### src/cal_seq_regs.svh
`ifndef CAL_SEQ_REGS_SVH
`define CAL_SEQ_REGS_SVH

// Stage count and RAM layout
`define STAGE_COUNT 4'hE
`define RAM_DEPTH 8'h40
`define HDR_WORDS 8'h08
`define BTP_ZERO_LO 8'h00
`define BTP_ONE_LO 8'h08
`define MTP_X_LO 8'h10
`define MTP_Y_LO 8'h18
`define MTP_F5_LO 8'h20
`define MTP_F5_HI 8'h27
// Field positions of a memory word record
`define BEAT_W 4
// Timing
`define PWRUP_NS 200000
`define CLK_NS 50
`define PWRUP_CYC ((`PWRUP_NS + `CLK_NS - 1) / `CLK_NS)
`define STROBE_CYC 16'h0010
`define SWEEP_STEPS 8'h10
`define HDR_VERSION 32'h00010000
// Mode register override bits
`define MR_DLL_EN_BIT 0
`define MR_BL4 3'h2
`define MR_OCD_BIT 7
`define MR3_QOFF_BIT 12
`define MR3_WLEV_BIT 7
`define MR3_DLLRST_BIT 8
`define MR3_TM_BIT 7
`define MR3_BLOTF 2'h1

`endif

### src/cal_seq_pkg.sv
package cal_seq_pkg;
    typedef enum logic [3:0] {
        ST_RESET     = 4'h0,
        ST_PHY_INIT  = 4'h1,
        ST_PWRUP     = 4'h2,
        ST_MODE_PROG = 4'h3,
        ST_HDR       = 4'h4,
        ST_BTP       = 4'h5,
        ST_MTP       = 4'h6,
        ST_PROBE     = 4'h7,
        ST_DONE      = 4'h8,
        ST_FAIL      = 4'h9
    } stage_t;
    typedef enum logic [1:0] {
        MEM_DDR  = 2'h0,
        MEM_DDR2 = 2'h1,
        MEM_DDR3 = 2'h2
    } mem_kind_t;
    typedef enum logic [2:0] {
        CMD_NOP = 3'h0,
        CMD_MRS = 3'h1,
        CMD_ZQCL = 3'h2,
        CMD_WR = 3'h3,
        CMD_RD = 3'h4,
        CMD_PRE = 3'h5,
        CMD_CKE = 3'h6
    } cmd_t;
endpackage

### src/window_meter.sv
`timescale 1ns/1ps
`include "cal_seq_regs.svh"

// Counts the longest run of matching phase steps; reports size only.
module window_meter
    import cal_seq_pkg::*;
(
    input wire logic ref_clk,
    input wire logic arst_n,
    input wire logic clear,
    input wire logic step,
    input wire logic hit,
    output logic [7:0] best
);
    logic [7:0] run_r;

    always_ff @(posedge ref_clk or negedge arst_n) begin
        if (!arst_n) begin
            run_r <= 8'h00;
            best <= 8'h00;
        end else if (clear) begin
            run_r <= 8'h00;
            best <= 8'h00;
        end else if (step) begin
            run_r <= hit ? run_r + 8'h01 : 8'h00;
            if (hit && (run_r + 8'h01) > best) begin
                best <= run_r + 8'h01;
            end
        end
    end
endmodule

### src/cal_sequencer.sv
`timescale 1ns/1ps
`include "cal_seq_regs.svh"

// Operation
// - Stages run in one fixed nine-step order
// - Start after reset release, request low
// - Wait DLL lock; debug clears RAM
// - Power-up sequence stops before mode sets
// - Power-up drives all chip selects together
// - Mode sets per rank, then refresh
// - DDR/DDR2 force DLL, BL4; DDR2 also OCD
// - DDR3 forces DLL, Qoff, WL, OTF, TM, reset
// - DDR3 issues long ZQ calibration
// - Header fills first eight RAM words
// - Block write: steady outputs, toggling strobe
// - Zeros at 7..0, ones at 15..8
// - Extended pattern from separate nibbles
// - X at 23..16, Y 31..24, F5 39..32
// - Four-beat bursts; F and 0 earlier
// - Write 0011 to X, 1100 to Y
// - Two single-pin sweeps, X then Y
// - Window calc reports size only
// - Assume BL4, no leveling, cycle alignment
// - Command delay at most one, zero full-rate
// - Read alignment delay only in half-rate
// - Raise success or fail at end
// - Soft reset restarts whole calibration
module cal_sequencer
    import cal_seq_pkg::*;
#(
    parameter int PWRUP_CYCLES = `PWRUP_CYC,
    parameter int NUM_CS = 2
)
(
    input wire logic ref_clk,
    input wire logic arst_n,
    input wire logic soft_reset_n,
    input wire logic phy_reset_done,
    input wire logic cal_req,
    input wire logic dll_locked,
    input wire logic debug_en,
    input wire logic half_rate,
    input wire logic [1:0] mem_kind,
    input wire logic [15:0] user_mr0,
    input wire logic [15:0] user_mr1,
    input wire logic rd_valid,
    input wire logic rd_dq0,
    input wire logic [7:0] ram_rd_idx,
    output logic [31:0] ram_rd_data,
    output logic [2:0] mem_cmd,
    output logic [NUM_CS-1:0] mem_cs,
    output logic [15:0] mem_addr,
    output logic [2:0] mem_ba,
    output logic double_rate_output_cell_hi,
    output logic double_rate_output_cell_lo,
    output logic dq_oe,
    output logic dqs_toggle,
    output logic refresh_en,
    output logic phase_step,
    output logic single_pin,
    output logic ac_1t,
    output logic rd_1t,
    output logic [7:0] win_x,
    output logic [7:0] win_y,
    output logic [3:0] stage_num,
    output logic cal_success,
    output logic cal_fail
);
    stage_t stage_r, stage_nxt;
    logic [31:0] ram_r [0:63];
    logic [31:0] cnt_r;
    logic [7:0] sub_r;
    logic [NUM_CS-1:0] cs_done_r;
    logic stage_done;
    logic stage_err;
    logic win_clear, win_step;
    logic [7:0] win_best;
    logic pass_y_r;

    // Collapses a memory word index into the RAM address range
    function automatic logic [5:0] ram_idx(input logic [7:0] loc);
        ram_idx = loc[5:0];
    endfunction

    // Overridden mode register value for the chosen memory kind
    function automatic logic [15:0] mr_value(input logic [1:0] kind, input logic [1:0] which,
                                             input logic [15:0] mr0, input logic [15:0] mr1);
        logic [15:0] v;
        v = (which == 2'h0) ? mr0 : mr1;
        if (kind == MEM_DDR3) begin
            if (which == 2'h0) begin
                v[1:0] = `MR3_BLOTF;
                v[`MR3_TM_BIT] = 1'b0;
                v[`MR3_DLLRST_BIT] = 1'b1;
            end else begin
                v[`MR_DLL_EN_BIT] = 1'b0;
                v[`MR3_WLEV_BIT] = 1'b0;
                v[`MR3_QOFF_BIT] = 1'b0;
            end
        end else begin
            if (which == 2'h0) begin
                v[2:0] = `MR_BL4;
            end else begin
                v[`MR_DLL_EN_BIT] = 1'b0;
                if (kind == MEM_DDR2) begin
                    v[9:7] = 3'h7;
                end
            end
        end
        mr_value = v;
    endfunction

    window_meter u_win (
        .ref_clk(ref_clk),
        .arst_n(arst_n),
        .clear(win_clear),
        .step(win_step),
        .hit(rd_valid && (rd_dq0 == sub_r[1])),
        .best(win_best)
    );

    // ************************************************************
    // Stage sequencing
    // ************************************************************
    always_comb begin
        stage_nxt = stage_r;
        if (stage_err && stage_r != ST_DONE && stage_r != ST_FAIL) begin
            stage_nxt = ST_FAIL;
        end else if (stage_done) begin
            case (stage_r)
                ST_RESET: stage_nxt = ST_PHY_INIT;
                ST_PHY_INIT: stage_nxt = ST_PWRUP;
                ST_PWRUP: stage_nxt = ST_MODE_PROG;
                ST_MODE_PROG: stage_nxt = ST_HDR;
                ST_HDR: stage_nxt = ST_BTP;
                ST_BTP: stage_nxt = ST_MTP;
                ST_MTP: stage_nxt = ST_PROBE;
                ST_PROBE: stage_nxt = ST_DONE;
                default: stage_nxt = stage_r;
            endcase
        end
    end

    always_comb begin
        stage_done = 1'b0;
        stage_err = 1'b0;
        case (stage_r)
            ST_RESET: stage_done = phy_reset_done && !cal_req;
            ST_PHY_INIT: stage_done = dll_locked && (!debug_en || cnt_r >= 32'h3F);
            ST_PWRUP: stage_done = (cnt_r == 32'(PWRUP_CYCLES));
            ST_MODE_PROG: stage_done = (cs_done_r == {NUM_CS{1'b1}}) && sub_r == 8'h05;
            ST_HDR: stage_done = (cnt_r == 32'({24'h0, `HDR_WORDS} - 1));
            ST_BTP: stage_done = (cnt_r == 32'({16'h0, `STROBE_CYC}) * 2);
            ST_MTP: stage_done = (cnt_r == 32'({16'h0, `STROBE_CYC}) * 3);
            ST_PROBE: begin
                stage_done = pass_y_r && sub_r == `SWEEP_STEPS;
                stage_err = !dll_locked;
            end
            default: stage_done = 1'b0;
        endcase
    end

    always_ff @(posedge ref_clk or negedge arst_n) begin
        if (!arst_n) begin
            stage_r <= ST_RESET;
        end else if (!soft_reset_n) begin
            stage_r <= ST_RESET;
        end else begin
            stage_r <= stage_nxt;
        end
    end

    // Cycle and sub-step counters restart at each stage
    always_ff @(posedge ref_clk or negedge arst_n) begin
        if (!arst_n) begin
            cnt_r <= 32'h0;
        end else if (!soft_reset_n || stage_nxt != stage_r) begin
            cnt_r <= 32'h0;
        end else begin
            cnt_r <= cnt_r + 32'h1;
        end
    end

    // ************************************************************
    // Sub-step counters: mode register programming rank by rank, probe sweep steps
    // ************************************************************
    always_ff @(posedge ref_clk or negedge arst_n) begin
        if (!arst_n) begin
            sub_r <= 8'h00;
            cs_done_r <= '0;
            pass_y_r <= 1'b0;
        end else if (!soft_reset_n || stage_nxt != stage_r) begin
            sub_r <= 8'h00;
            if (stage_nxt == ST_MODE_PROG || !soft_reset_n) begin
                cs_done_r <= '0;
            end
            pass_y_r <= 1'b0;
        end else if (stage_r == ST_MODE_PROG && cs_done_r != {NUM_CS{1'b1}}) begin
            if (sub_r == 8'h03) begin
                sub_r <= 8'h00;
                cs_done_r <= {cs_done_r[NUM_CS-2:0], 1'b1};
            end else begin
                sub_r <= sub_r + 8'h01;
            end
        end else if (stage_r == ST_MODE_PROG) begin
            if (sub_r != 8'h05) begin
                sub_r <= sub_r + 8'h01;
            end
        end else if (stage_r == ST_PROBE && win_step) begin
            if (sub_r == `SWEEP_STEPS - 8'h01 && !pass_y_r) begin
                sub_r <= 8'h00;
                pass_y_r <= 1'b1;
            end else begin
                sub_r <= sub_r + 8'h01;
            end
        end
    end

    // ************************************************************
    // Memory command outputs
    // ************************************************************
    always_ff @(posedge ref_clk or negedge arst_n) begin
        if (!arst_n) begin
            mem_cmd <= CMD_NOP;
            mem_cs <= '0;
            mem_addr <= 16'h0;
            mem_ba <= 3'h0;
            refresh_en <= 1'b0;
        end else begin
            mem_cmd <= CMD_NOP;
            mem_cs <= '0;
            case (stage_r)
                ST_PWRUP: begin
                    mem_cs <= {NUM_CS{1'b1}};
                    mem_cmd <= (cnt_r == 32'(PWRUP_CYCLES) - 1) ? CMD_PRE : CMD_CKE;
                end
                ST_MODE_PROG: begin
                    if (cs_done_r != {NUM_CS{1'b1}}) begin
                        mem_cs <= ~cs_done_r & (cs_done_r + 1'b1);
                        if (sub_r[1] == 1'b0) begin
                            mem_cmd <= CMD_MRS;
                            mem_ba <= {2'h0, sub_r[0]};
                            mem_addr <= mr_value(mem_kind, {1'b0, sub_r[0]}, user_mr0,
                                                 user_mr1);
                        end
                    end else if (sub_r == 8'h04 && mem_kind == MEM_DDR3) begin
                        mem_cs <= {NUM_CS{1'b1}};
                        mem_cmd <= CMD_ZQCL;
                        mem_addr <= 16'h0400;
                    end else if (sub_r == 8'h04) begin
                        refresh_en <= 1'b1;
                    end
                    if (sub_r == 8'h05) begin
                        refresh_en <= 1'b1;
                    end
                end
                ST_BTP: begin
                    if (cnt_r[3:0] == 4'h8) begin
                        mem_cs <= NUM_CS'(1);
                        mem_cmd <= CMD_WR;
                        mem_addr <= {8'h0, cnt_r[4] ? `BTP_ONE_LO : `BTP_ZERO_LO};
                    end
                end
                ST_MTP: begin
                    if (cnt_r[3:0] == 4'h8) begin
                        mem_cs <= NUM_CS'(1);
                        mem_cmd <= CMD_WR;
                        mem_addr <= {8'h0, cnt_r[5] ? `MTP_F5_LO
                                    : (cnt_r[4] ? `MTP_Y_LO : `MTP_X_LO)};
                    end
                end
                ST_PROBE: begin
                    mem_cs <= NUM_CS'(1);
                    mem_cmd <= CMD_RD;
                    mem_addr <= {8'h0, pass_y_r ? `MTP_Y_LO : `MTP_X_LO};
                end
                default: mem_cmd <= CMD_NOP;
            endcase
            if (!soft_reset_n) begin
                refresh_en <= 1'b0;
            end
        end
    end

    // ************************************************************
    // Write data path and strobe
    // ************************************************************
    always_ff @(posedge ref_clk or negedge arst_n) begin
        if (!arst_n) begin
            double_rate_output_cell_hi <= 1'b0;
            double_rate_output_cell_lo <= 1'b0;
            dq_oe <= 1'b0;
            dqs_toggle <= 1'b0;
        end else begin
            dq_oe <= (stage_r == ST_BTP) || (stage_r == ST_MTP);
            dqs_toggle <= (stage_r == ST_BTP) || (stage_r == ST_MTP);
            if (stage_r == ST_BTP) begin
                double_rate_output_cell_hi <= (cnt_r >= 32'({16'h0, `STROBE_CYC}));
                double_rate_output_cell_lo <= (cnt_r >= 32'({16'h0, `STROBE_CYC}));
            end else if (stage_r == ST_MTP) begin
                // Stream 0011 then 1100 at controller rate; toggle nibble last
                if (cnt_r < 32'({16'h0, `STROBE_CYC}) * 2) begin
                    double_rate_output_cell_hi <= cnt_r[0] ^ cnt_r[4];
                    double_rate_output_cell_lo <= cnt_r[0] ^ cnt_r[4];
                end else begin
                    double_rate_output_cell_hi <= 1'b0;
                    double_rate_output_cell_lo <= 1'b1;
                end
            end else begin
                double_rate_output_cell_hi <= 1'b0;
                double_rate_output_cell_lo <= 1'b0;
            end
        end
    end

    // ************************************************************
    // Internal RAM: clear, header, pattern shadow
    // ************************************************************
    always_ff @(posedge ref_clk) begin
        if (stage_r == ST_PHY_INIT && debug_en) begin
            ram_r[cnt_r[5:0]] <= 32'h0;
        end else if (stage_r == ST_HDR) begin
            ram_r[cnt_r[5:0]] <= (cnt_r[2:0] == 3'h0) ? `HDR_VERSION
                                : {16'h0, 8'(NUM_CS), 6'h0, mem_kind};
        end else if (stage_r == ST_BTP && cnt_r[4:0] == 5'h18) begin
            // Zeros are not shadowed: their word would land on the header
            ram_r[ram_idx(`BTP_ONE_LO)] <= 32'hFFFFFFFF;
        end else if (stage_r == ST_MTP && cnt_r[3:0] == 4'h8) begin
            ram_r[ram_idx(cnt_r[5] ? `MTP_F5_LO
                : (cnt_r[4] ? `MTP_Y_LO : `MTP_X_LO))] <=
                cnt_r[5] ? 32'h000000F5 : {28'h0, cnt_r[4] ? 4'hC : 4'h3};
        end
    end

    always_ff @(posedge ref_clk or negedge arst_n) begin
        if (!arst_n) begin
            ram_rd_data <= 32'h0;
        end else begin
            ram_rd_data <= ram_r[ram_idx(ram_rd_idx)];
        end
    end

    // ************************************************************
    // Single-pin sweeps and window reporting
    // ************************************************************
    assign win_clear = (stage_r != ST_PROBE) || (sub_r == 8'h00 && !win_step);
    assign win_step = (stage_r == ST_PROBE) && rd_valid;

    always_ff @(posedge ref_clk or negedge arst_n) begin
        if (!arst_n) begin
            win_x <= 8'h00;
            win_y <= 8'h00;
            phase_step <= 1'b0;
            single_pin <= 1'b0;
            ac_1t <= 1'b0;
            rd_1t <= 1'b0;
        end else begin
            phase_step <= 1'b0;
            single_pin <= (stage_r == ST_PROBE);
            ac_1t <= half_rate;
            rd_1t <= half_rate;
            if (stage_r == ST_PROBE && !pass_y_r) begin
                win_x <= win_best;
            end else if (stage_r == ST_PROBE) begin
                win_y <= win_best;
            end
        end
    end

    // ************************************************************
    // Result flags
    // ************************************************************
    always_ff @(posedge ref_clk or negedge arst_n) begin
        if (!arst_n) begin
            stage_num <= 4'h0;
            cal_success <= 1'b0;
            cal_fail <= 1'b0;
        end else begin
            stage_num <= stage_r;
            cal_success <= (stage_nxt == ST_DONE) && soft_reset_n;
            cal_fail <= (stage_nxt == ST_FAIL) && soft_reset_n;
        end
    end

    chk_start_gate: assert property (@(posedge ref_clk) disable iff (!arst_n)
        (stage_r == ST_RESET && stage_nxt == ST_PHY_INIT) |-> (phy_reset_done && !cal_req))
        else $error("calibration started without reset release");
    chk_soft_restart: assert property (@(posedge ref_clk) disable iff (!arst_n)
        !soft_reset_n |=> stage_r == ST_RESET)
        else $error("soft reset did not restart");
    chk_lock_wait: assert property (@(posedge ref_clk) disable iff (!arst_n)
        (stage_r == ST_PHY_INIT && !dll_locked) |=> stage_r != ST_PWRUP)
        else $error("left init without lock");
    chk_pwrup_all_cs: assert property (@(posedge ref_clk) disable iff (!arst_n)
        (stage_r == ST_PWRUP) |=> (mem_cs == {NUM_CS{1'b1}}) || !soft_reset_n)
        else $error("power-up not on all ranks");
    chk_refresh_late: assert property (@(posedge ref_clk) disable iff (!arst_n)
        $rose(refresh_en) |-> $past(cs_done_r) == {NUM_CS{1'b1}})
        else $error("refresh before all ranks set");
    chk_mrs_one_cs: assert property (@(posedge ref_clk) disable iff (!arst_n)
        (mem_cmd == CMD_MRS) |-> $onehot(mem_cs))
        else $error("mode set on several ranks");
    chk_no_phase_set: assert property (@(posedge ref_clk) disable iff (!arst_n)
        !phase_step)
        else $error("window calc moved phase");
    chk_success_flag: assert property (@(posedge ref_clk) disable iff (!arst_n)
        (stage_r == ST_PROBE && stage_nxt == ST_DONE && soft_reset_n) |=> cal_success)
        else $error("success flag missing");
    chk_fail_exclusive: assert property (@(posedge ref_clk) disable iff (!arst_n)
        !(cal_success && cal_fail))
        else $error("both result flags high");
    chk_full_rate_1t: assert property (@(posedge ref_clk) disable iff (!arst_n)
        !$past(half_rate) |-> !ac_1t && !rd_1t)
        else $error("1T set in full rate");
endmodule

### config.mk
export PLATFORM = sky130hd
export DESIGN_NAME = cal_sequencer
export DESIGN_NICKNAME = d
export VERILOG_FILES = /design/src/cal_seq_pkg.sv /design/src/window_meter.sv /design/src/cal_sequencer.sv
export VERILOG_INCLUDE_DIRS = /design/src /design/src/src
export SDC_FILE = /design/constraint.sdc
export NUM_CORES = 1
export LEC_CHECK = 0
export BUFFER_PORTS_ARGS = -buffer_cell sky130_fd_sc_hd__clkbuf_2
export CAP_MARGIN = 20
export CORE_ASPECT_RATIO = 1.5
export CORE_UTILIZATION = 55
export CTS_BUF_LIST = sky130_fd_sc_hd__clkbuf_8 sky130_fd_sc_hd__clkbuf_16
export CTS_CLUSTER_DIAMETER = 30
export DETAILED_ROUTE_END_ITERATION = 12
export PLACE_DENSITY_LB_ADDON = 0.08
export RECOVER_POWER = 50
export SKIP_LAST_GASP = 1
export SYNTH_ARGS = -nofsm -noshare
export SYNTH_HDL_FRONTEND = slang
export SYNTH_HIERARCHICAL = 1
export SYNTH_SLANG_ARGS = --single-unit
### constraint.sdc
create_clock -name ref_clk -period 4.3 [get_ports ref_clk]
set_input_delay 0.86 -clock ref_clk [delete_from_list [all_inputs] [get_ports ref_clk]]
set_output_delay 0.86 -clock ref_clk [all_outputs]
set_load 0.01 [all_outputs]
==> key figures, run 1 <==
Critical path
  – CP peak stage delay: 0.73 ns
  – Crit-path max FO: 10
  – CP startpoint kind: flip-flop
  – CP required: 4.52 ns
  – CP Class: reg -> reg
  – Data arrival time of the critical path: 3.93 ns
  – Crit-path slowest cell: nor2_1
  – Critical-path cell list: inv_1 > ha_1 > nor2b_1 > nand2_1 > nor2_1 > nand3_1 > nand2_1 > o211ai_1 > buf_4 > nor2_1
  – Setup crit end kind: flip-flop

Logic synthesis
  – Top cells by area, synth: edfxtp_1, mux4_2, dfrtp_1
  – Yosys warning total: 6
  – EDFF count, synth: 512
  – Largest area contributor in the netlist: edfxtp_1
  – Mean post-synth cell area: 17.74 um2
  – Synthesized instance count: 1,480
  – FFs w/ async S/R, synth: 0.1912
  – Cell Area, Synth: 26,250 um2
  – Sequential share of the synthesized area: 0.7010
  – Yosys top cell area share: 0.5857
  – Count leader, synth: edfxtp_1
  – Commonest cells post-synth: edfxtp_1, mux4_2, nor2_1
  – Yosys reg bits: 633
  – Netlist cell types: 74
  – Most used DFF post-synth: edfxtp_1

Pwr
  – Overall power: 14.17 mW
  – VDD IR max: 0.0003543 V
  – Leak: 10.95 nW
  – PwrDens: 464.9 nW/um2

CTS
  – Setup Buffers After CTS: 0
  – H-tree depth: 3
  – CTS tree: yes
  – Clk slew on worst S/H paths: 0.05 ns
  – CTS buffer count: 88
  – Bufs on Longest Clock Path: 3
  – Clk sinks: 633
  – # hold bufs at CTS: 0
  – Worst skew pair latency: 0.62 ns
  – Root Buffer: clkbuf_16
  – Cts repair resizes: 0

Global routing
  – Antenna violations before repair: 0
  – Largest net degree at the start of global routing: 109
  – Total Routing Usage GR: 0.2507
  – Vias in the first global route: 14,600
  – Gr ovfl total: 0
  – Global-route wire length before repair: 89.76 mm

Floorplan
  – Initial core utilization: 0.5603
  – Die width: 180.4 um
  – Die Area: 48,620 um2
  – I/O pin cnt: 139
  – Num rows: 97
  – Die H: 269.6 um
  – Core area: 46,850 um2

Run status
  – Failing checks: capacitance limit, slew limit
  – Status: complete, but fails checks

Timing
  – Min Tclk post-route: 3.703 ns
  – Final hold vios: 0
  – Setup Skew: 0.02409 ns
  – TNS Setup: 0 ns
  – F_max: 0.2700 GHz
  – Crit share post-route: 0.8612
  – Final Slew Violations: 192
  – Worst-Margin Slew: 2.463 ns
  – Relative slew slack: -0.6417
  – Min setup slack post-route: 0.5969 ns
  – Setup violators final: 0
  – RSZ-0062 raised after global routing: no
  – WHS: 0.3535 ns

Placement
  – Place WS: 0.4426 ns
  – Dpl cells: 2,177
  – GPL Wtd Cong: 0.8611
  – Post-DP Area: 27,810 um2
  – Port Buffer Count: 130
  – Dpl hpwl: 37.50 mm

Drt
  – DRT antenna net count: 0
  – Initial DRT Pass Iterations: 5
  – DR vias/cell: 6.080
  – Vias: 14,240
  – DR iter-0 viols: 1,136
  – Wirelength per Cell: 25.33 um
  – DRC: 0
  – DRT Wirelength: 59.33 mm

Cells and area
  – Final instance area: 30,480 um2
  – Area grow syn2layout: 16.12%
  – Share of cells above drive strength 1: 0.2511
  – ANT cells: 0
  – Final Util: 0.6507
  – # fillers: 3,347
  – Final std cells w/o fill: 2,342
  – Nets: 1,740

Min path
  – Min-delay worst type: in -> async

Job
  – Max-cap viol count: 5
## power breakdown
group | total, mW | internal, mW | switching, mW
clock | 7.04 | 4.35 | 2.70
sequential | 6.65 | 6.61 | 0.0417
combinational | 0.478 | 0.192 | 0.286
## layout make-up
cell class,count,area [um2],area share
timing repair buffer,206,1096,0.03596
tap,594,743.2,0.02438
sequential,633,18400,0.6037
clock buffer,97,2360,0.07742
inverter,26,97.59,0.003202
multi-input combinational,719,7214,0.2367
clock inverter,67,568.0,0.01864
## worst max-delay path, delay by kind of cell, from the launching register on
| kind | cells | cell delay [ns] |
|---|---|---|
| AO/OA/AOI/OAI | 1 | 0.39 |
| adder cells (fa/ha/maj) | 1 | 0.15 |
| buffers and inverters | 2 | 0.50 |
| flip-flops | 1 | 0.49 |
| AND/OR/NAND/NOR | 6 | 1.77 |
## per-layer routing
metal | GRT usage | vias up | routed length (um) | share of wire
li1 | - | 6240 | - | -
met5 | 0 | - | 0 | 0
met2 | 0.4549 | 465 | 32630 | 0.55
met4 | 0.08390 | 0 | 1391 | 0.023
met3 | 0.03606 | 90 | 2948 | 0.050
met1 | 0.3070 | 7445 | 22360 | 0.38
## kinds of logic (layout without fill, tap and decap cells)
kind of cell | after synthesis | count (layout) | synth area share
adders and majority gates | 15 | 15 | 0.007054
buffers and inverters | 130 | 396 | 0.02540
muxes | 206 | 206 | 0.1597
other | 1 | 3 | 0.0001429
xor gates and xnor gates | 36 | 36 | 0.01201
DFF | 633 | 633 | 0.7010
AOI/OAI and AO/OA | 113 | 113 | 0.02998
and+or+nand+nor | 346 | 346 | 0.06463
## path summary, 6_finish.rpt
check	endpoint	depth (start not counted)	slack [ns]	start
worst max-delay path	ram_r[30][9]	10	0.60	cnt_r[0]
worst min-delay path	win_x[5]	1	0.35	arst_n
worst max register to register	ram_r[30][9]	10	0.60	cnt_r[0]
worst min register to register	mem_addr[0]	2	0.47	mem_addr[0]
max in group asynchronous	mem_addr[1]	2	1.04	arst_n
min in group ref_clk	rd_1t	1	0.36	half_rate
## sequential cells by signal, summed over array words and instances (netlist names), 2 cells and up
name and cells:
mem_cmd 3, ram_rd_data 8, u_win/run_r 8, sub_r 8, stage_r 4, mem_addr 16, u_win/best 8, win_y 8
stage_num 4, cnt_r 32, mem_cs 2, win_x 8, cs_done_r 2, ram_r 512
## cells in the final DEF (no fill, tap or decap), drive strengths merged, types with 4 or more instances in the layout
cell type and instances:
xor2 20, and2 4, inv 46, a21oi 24, clkbuf 256, mux2 20
and4 5, and3 21, xnor2 16, o221ai 5, bufinv 6, nor4 11
a21o 4, or2 4, nand3 29, ha 14, nand2 64, dfrtp 121
nand2b 7, buf 47, mux2i 18, nor2b 13, nor3b 8, o22a 4
nand4 17, clkinv 35, a31oi 5, o21ai 27, clkinvlp 6, mux4 168
nor2 138, edfxtp 512, o211a 5, o31ai 9, nor3 11
Note: power is estimated with default switching activity, not from simulation.
==> run 2: changes to the inputs <==
Settings changed: CORE_UTILIZATION 55 to 60, HOLD_SLACK_MARGIN set to 0.06, REMOVE_ABC_BUFFERS set to 1.
Clock period 4.3 ns to 4.5 ns, I/O delays scaled along.
==> key figures, run 2 (same netlist as run 1, synthesis figures left out) <==
CTS
  – Setup Buffers After CTS: 0 (unchanged)
  – Clk sinks: 633 (unchanged)
  – Worst skew pair latency: 0.61 ns (about the same)
  – CTS buffer count: 84 (-4.5%)
  – Bufs on Longest Clock Path: 3 (unchanged)
  – Clk slew on worst S/H paths: 0.06 ns (about the same)
  – Root Buffer: clkbuf_16
  – H-tree depth: 3 (unchanged)
  – # hold bufs at CTS: 0 (unchanged)
  – CTS tree: yes
  – Cts repair resizes: 0 (unchanged)

Cells and area
  – Largest registers: ram_r x512, cnt_r x32, mem_addr x16
  – Max FFs per register: 512 (unchanged)
  – Commonest cells after routing, fill and taps aside: edfxtp_1, mux4_2, nor2_1
  – Final Util: 0.7057 (+0.05507)
  – ANT cells: 0 (unchanged)
  – Nets: 1,734 (-0.34%)
  – Final instance area: 30,380 um2 (-0.32%)
  – Top reg by flops: ram_r
  – Most common cell after layout, fill and taps aside: edfxtp_1
  – Share of cells above drive strength 1: 0.2555 (+0.004322)
  – Area grow syn2layout: 15.75%

Floorplan
  – Die width: 172.8 um (-4.2%)
  – I/O pin cnt: 139 (unchanged)
  – Die H: 258.2 um (-4.2%)
  – Core area: 43,050 um2 (-8.1%)
  – Die Area: 44,610 um2 (-8.3%)
  – Initial core utilization: 0.6097 (+0.04937)
  – Num rows: 93 (-4.1%)

Drt
  – DRC: 0 (unchanged)
  – DRT antenna net count: 0 (unchanged)
  – Vias: 14,228 (-0.084%)
  – DR vias/cell: 6.165 (+1.4%)
  – Wirelength per Cell: 25.29 um (-0.18%)
  – DR iter-0 viols: 1,108 (-2.5%)
  – Initial DRT Pass Iterations: 5 (unchanged)
  – DRT Wirelength: 58.37 mm (-1.6%)

Global routing
  – Vias in the first global route: 14,777 (+1.2%)
  – Total Routing Usage GR: 0.2715 (+0.02082)
  – Gr ovfl total: 0 (unchanged)
  – Global-route wire length before repair: 89.96 mm (+0.22%)
  – Largest net degree at the start of global routing: 69 (-37%)
  – Antenna violations before repair: 0 (unchanged)

Critical path
  – Most common cell on crit path: nor2_1
  – CP startpoint kind: flip-flop
  – CP Class: reg -> reg
  – CP peak stage delay: 0.82 ns (+0.09 ns)
  – Crit-path max FO: 10 (unchanged)
  – CP required: 4.72 ns (+0.20 ns)
  – Critical-path cell list: inv_1 > ha_1 > nor2b_1 > nand2_1 > nor2_1 > nand3_1 > clkbuf_1 > inv_2 > or4b_2 > nor2_1
  – Crit-path slowest cell: or4b_2
  – Data arrival time of the critical path: 4.00 ns (+0.07 ns)
  – Setup crit end kind: flip-flop

Run status
  – Failing checks: capacitance limit, slew limit
  – Status: complete, but fails checks

Min path
  – Min-delay worst type: in -> reg

Timing
  – Final hold vios: 0 (unchanged)
  – Relative slew slack: -0.1326 (+0.5092)
  – Min Tclk post-route: 3.782 ns (+0.07849 ns)
  – Setup Skew: 0.01915 ns (-0.004941 ns)
  – F_max: 0.2644 GHz (-2.1%)
  – RSZ-0062 raised after global routing: no
  – Final Slew Violations: 190 (-1.0%)
  – Worst-Margin Slew: 1.699 ns (-0.7637 ns)
  – Min setup slack post-route: 0.7184 ns (+0.1215 ns)
  – TNS Setup: 0 ns (unchanged)
  – Crit share post-route: 0.8404 (-0.02083)
  – Setup violators final: 0 (unchanged)

Pwr
  – VDD IR max: 0.0003965 V (+12%)
  – Leak: 10.90 nW (-0.48%)
  – PwrDens: 443.2 nW/um2 (-4.7%)

Placement
  – Port Buffer Count: 130 (unchanged)
  – Dpl hpwl: 37.17 mm (-0.89%)
  – Place WS: 0.8734 ns (+0.4308 ns)
  – Post-DP Area: 27,770 um2 (-0.14%)
  – GPL Wtd Cong: 0.8625 (+0.16%)

Job
  – Max-cap viol count: 5 (unchanged)
## run 2: cell types whose count changed in the layout (fill, tap and decap cells not counted), moves of 2 or more
| cell | before | now |
|---|---|---|
| clkinvlp_4 | 6 | 9 |
| clkinv_1 | 16 | 5 |
| clkinv_8 | 2 | 5 |
| clkinv_4 | 4 | 7 |
| clkbuf_16 | 91 | 86 |
| clkbuf_8 | 6 | 0 |
| inv_6 | 12 | 15 |
| inv_1 | 32 | 30 |
| inv_8 | 2 | 7 |
| clkinv_2 | 13 | 10 |
## run 2: layer usage
layer  track usage  up-vias  share of wire
met4       0.08997        0          0.026
met2        0.4760      535           0.53
met1        0.3501     7371           0.38
met5             0        -              0
li1              -     6234              -
met3       0.04152       88          0.060
## run 2: layout make-up
| cell class | count | area (um2) |
|---|---|---|
| tap | 570 | 713.2 |
| inverter | 26 | 97.59 |
| sequential | 633 | 18400 |
| fill | 2798 | 12670 |
| clock inverter | 70 | 718.2 |
| multi-input combinational | 719 | 7216 |
| timing repair buffer | 204 | 1085 |
| clock buffer | 86 | 2152 |
## run 2: final timing paths
kind	start	to	slack (ns)	depth (start not counted)
min reg2reg	mem_addr[8]	mem_addr[8]	0.48	1
min in group asynchronous	arst_n	double_rate_output_cell_lo	0.70	1
max in group asynchronous	arst_n	cnt_r[21]	1.50	2
min	half_rate	rd_1t	0.41	1
max	cnt_r[0]	ram_r[59][2]	0.72	10
max reg2reg	cnt_r[0]	ram_r[59][2]	0.72	10
## run 2: stage by stage
step	hold slack, ns	power, mW	std cells
5_1_grt	0.3930	13.82	2308
4_1_cts	0.3838	13.57	2308
2_1_floorplan	0.4976	6.678	1378
3_3_place_gp	0.4578	6.940	2152
3_5_place_dp	0.4717	6.948	2152
6_report	0.4061	13.47	2308
## run 2: where the power goes
part	switching [mW]	total (mW)	leakage, nW	internal, mW
clock	2.67	6.66	1.41	3.99
sequential	0.0356	6.34	6.61	6.31
combinational	0.272	0.458	2.87	0.186
total	2.98	13.5	10.9	10.5
## run 2: worst max-delay path: cells and delay by family (launching register included)
family	cells	cell delay [ns]
flip-flops	1	0.49
buffers and inverters	3	0.69
AND/OR/NAND/NOR	6	2.02
adder cells (fa/ha/maj)	1	0.21
==> run 3: changes to the inputs <==
Settings changed: CORE_UTILIZATION 60 to 55.
Clock period 4.5 ns to 3.2 ns, I/O delays scaled along.
==> key figures, run 3 (same netlist as run 1, synthesis figures left out) <==
Run status
  – Status: complete, but fails checks
  – Failing checks: capacitance limit, slew limit

Cells and area
  – Max FFs per register: 512 (unchanged)
  – Area occupied by multi-input gates: 7226 um2 (+0.14%)
  – Final std cells w/o fill: 2,412 (+4.5%)
  – Largest registers: ram_r x512, cnt_r x32, mem_addr x16
  – # fillers: 3,221 (+15%)
  – ANT cells: 0 (unchanged)
  – Most common cell after layout, fill and taps aside: edfxtp_1
  – Area grow syn2layout: 19.10%
  – Final instance area: 31,270 um2 (+2.9%)
  – Reg area: 18,400 um2 (unchanged)
  – Commonest cells after routing, fill and taps aside: edfxtp_1, mux4_2, nor2_1
  – Share of cells above drive strength 1: 0.2767 (+0.02121)
  – Final Util: 0.6674 (-0.03835)
  – Nets: 1,807 (+4.2%)
  – Top reg by flops: ram_r

Floorplan
  – Die Area: 48,620 um2 (+9.0%)
  – Core area: 46,850 um2 (+8.8%)
  – Die H: 269.6 um (+4.4%)
  – Initial core utilization: 0.5603 (-0.04937)
  – Die width: 180.4 um (+4.4%)
  – Num rows: 97 (+4.3%)
  – I/O pin cnt: 139 (unchanged)

CTS
  – Clk slew on worst S/H paths: 0.05 ns (about the same)
  – # hold bufs at CTS: 0 (unchanged)
  – H-tree depth: 3 (unchanged)
  – Worst skew pair latency: 0.61 ns (about the same)
  – CTS tree: yes
  – CTS buffer count: 91 (+8.3%)
  – Clk sinks: 633 (unchanged)
  – Bufs on Longest Clock Path: 3 (unchanged)
  – Root Buffer: clkbuf_16

Placement
  – Dpl cells: 2,238 (+4.0%)
  – Port Buffer Count: 130 (unchanged)
  – GPL Wtd Cong: 0.8841 (+2.5%)
  – Place WS: -0.004307 ns (-0.8777 ns)
  – Dpl hpwl: 39.00 mm (+4.9%)
  – Post-DP Area: 28,360 um2 (+2.1%)

Global routing
  – Antenna violations before repair: 0 (unchanged)
  – Largest net degree at the start of global routing: 99 (+43%)
  – Global-route wire length before repair: 91.25 mm (+1.4%)
  – Gr ovfl total: 0 (unchanged)
  – Vias in the first global route: 15,122 (+2.3%)
  – Total Routing Usage GR: 0.2528 (-0.01870)

Critical path
  – Crit path launch: stage_r[2]
  – CP required: 3.44 ns (-1.28 ns)
  – Crit-path max FO: 8 (-2)
  – CP Class: reg -> reg
  – Most common cell on crit path: clkbuf_1
  – Critical-path cell list: clkbuf_1 > mux2i_1 > nor4_1 > nand3_1 > clkbuf_1 > nor2_1 > clkbuf_1
  – Setup crit end kind: flip-flop
  – Data arrival time of the critical path: 3.27 ns (-0.73 ns)
  – Critical Path End: ram_r[3][16]
  – Crit Reg-Reg Endpoint: ram_r[3][16]
  – CP startpoint kind: flip-flop
  – Crit-path slowest cell: nor4_1
  – Flop2flop setup slack: 0.17 ns (-0.54 ns)
  – Reg-to-reg startpoint: stage_r[2]
  – Reg2Reg Depth: 7 (-3)
  – CP peak stage delay: 0.54 ns (-0.28 ns)

Job
  – Max-cap viol count: 1 (-4)

Timing
  – Crit share post-route: 0.9457 (+0.1053)
  – Final hold vios: 0 (unchanged)
  – Setup Skew: 0.01503 ns (-0.004122 ns)
  – Min Tclk post-route: 3.026 ns (-0.7555 ns)
  – TNS Setup: 0 ns (unchanged)
  – Setup violators final: 0 (unchanged)
  – WHS: 0.1432 ns (-0.2629 ns)
  – RSZ-0062 raised after global routing: no
  – Final Slew Violations: 99 (-48%)
  – Worst-Margin Slew: 2.566 ns (+0.8668 ns)
  – Relative slew slack: -0.7104 (-0.5779)
  – Min setup slack post-route: 0.1739 ns (-0.5445 ns)
  – F_max: 0.3305 GHz (+25%)

Drt
  – Top routing layer used: met4
  – DR vias/cell: 5.959 (-3.3%)
  – DRC: 0 (unchanged)
  – Metal2 WL: 32.60 mm (+5.0%)
  – Vias: 14,372 (+1.0%)
  – DRT antenna net count: 0 (unchanged)
  – Wirelength per Cell: 24.62 um (-2.7%)
  – DRT Wirelength: 59.37 mm (+1.7%)
  – M1 WL: 22.53 mm (+1.1%)
  – Routed wl met3: 2.678 mm (-24%)
  – Initial DRT Pass Iterations: 5 (unchanged)
  – DR iter-0 viols: 1,058 (-4.5%)

Pwr
  – PwrDens: 628.9 nW/um2 (+42%)
  – Leak: 11.39 nW (+4.6%)
  – Overall power: 19.66 mW (+46%)
  – VDD IR max: 0.0004424 V (+12%)

Min path
  – Min-delay worst type: in -> reg
run 3: area by class of cell:
type / instances / area share
Tap cell: 594 / 0.02377
Clock inverter: 75 / 0.02629
Clock buffer: 95 / 0.07532
Multi-Input combinational cell: 720 / 0.2311
Inverter: 26 / 0.003121
Timing Repair Buffer: 269 / 0.05178
Sequential cell: 633 / 0.5886
run 3: critical path, delay by kind of cell (launching register included):
family	cells	cell delay, ns
buffers and inverters	3	1.17
DFF	1	0.43
muxes	1	0.15
and+or+nand+nor	3	0.91
run 3: report_power, final:
part,internal (mW),switching [mW],total (mW)
sequential,8.88,0.0459,8.92
clock,6.27,3.79,10.1
combinational,0.281,0.399,0.680
run 3: how the worst min path moves through the flow:
| stage | depth (start not counted) | startpoint | to |
|---|---|---|---|
| 6_report | 1 | half_rate | rd_1t |
| 5_1_grt | 1 | half_rate | rd_1t |
| 4_1_cts | 1 | half_rate | rd_1t |
| 3_5_place_dp | 2 | mem_addr[15] | mem_addr[15] |
| 3_3_place_gp | 2 | mem_addr[13] | mem_addr[13] |
| 2_1_floorplan | 0 | arst_n | cal_fail |
run 3: repair_timing:
action	CTS	global route
hold endpoints to repair	0	0
setup buffers	0	1
endpoints found under the setup margin	32	64
cloned	1	0
pin swaps	1	1
resized for setup	1	0
run 3: per-layer routing:
| metal | vias to the layer above | GRT usage |
|---|---|---|
| met4 | 0 | 0.08794 |
| met5 | - | 0 |
| met3 | 97 | 0.03647 |
| met2 | 420 | 0.4614 |
| met1 | 7470 | 0.3056 |
| li1 | 6385 | - |
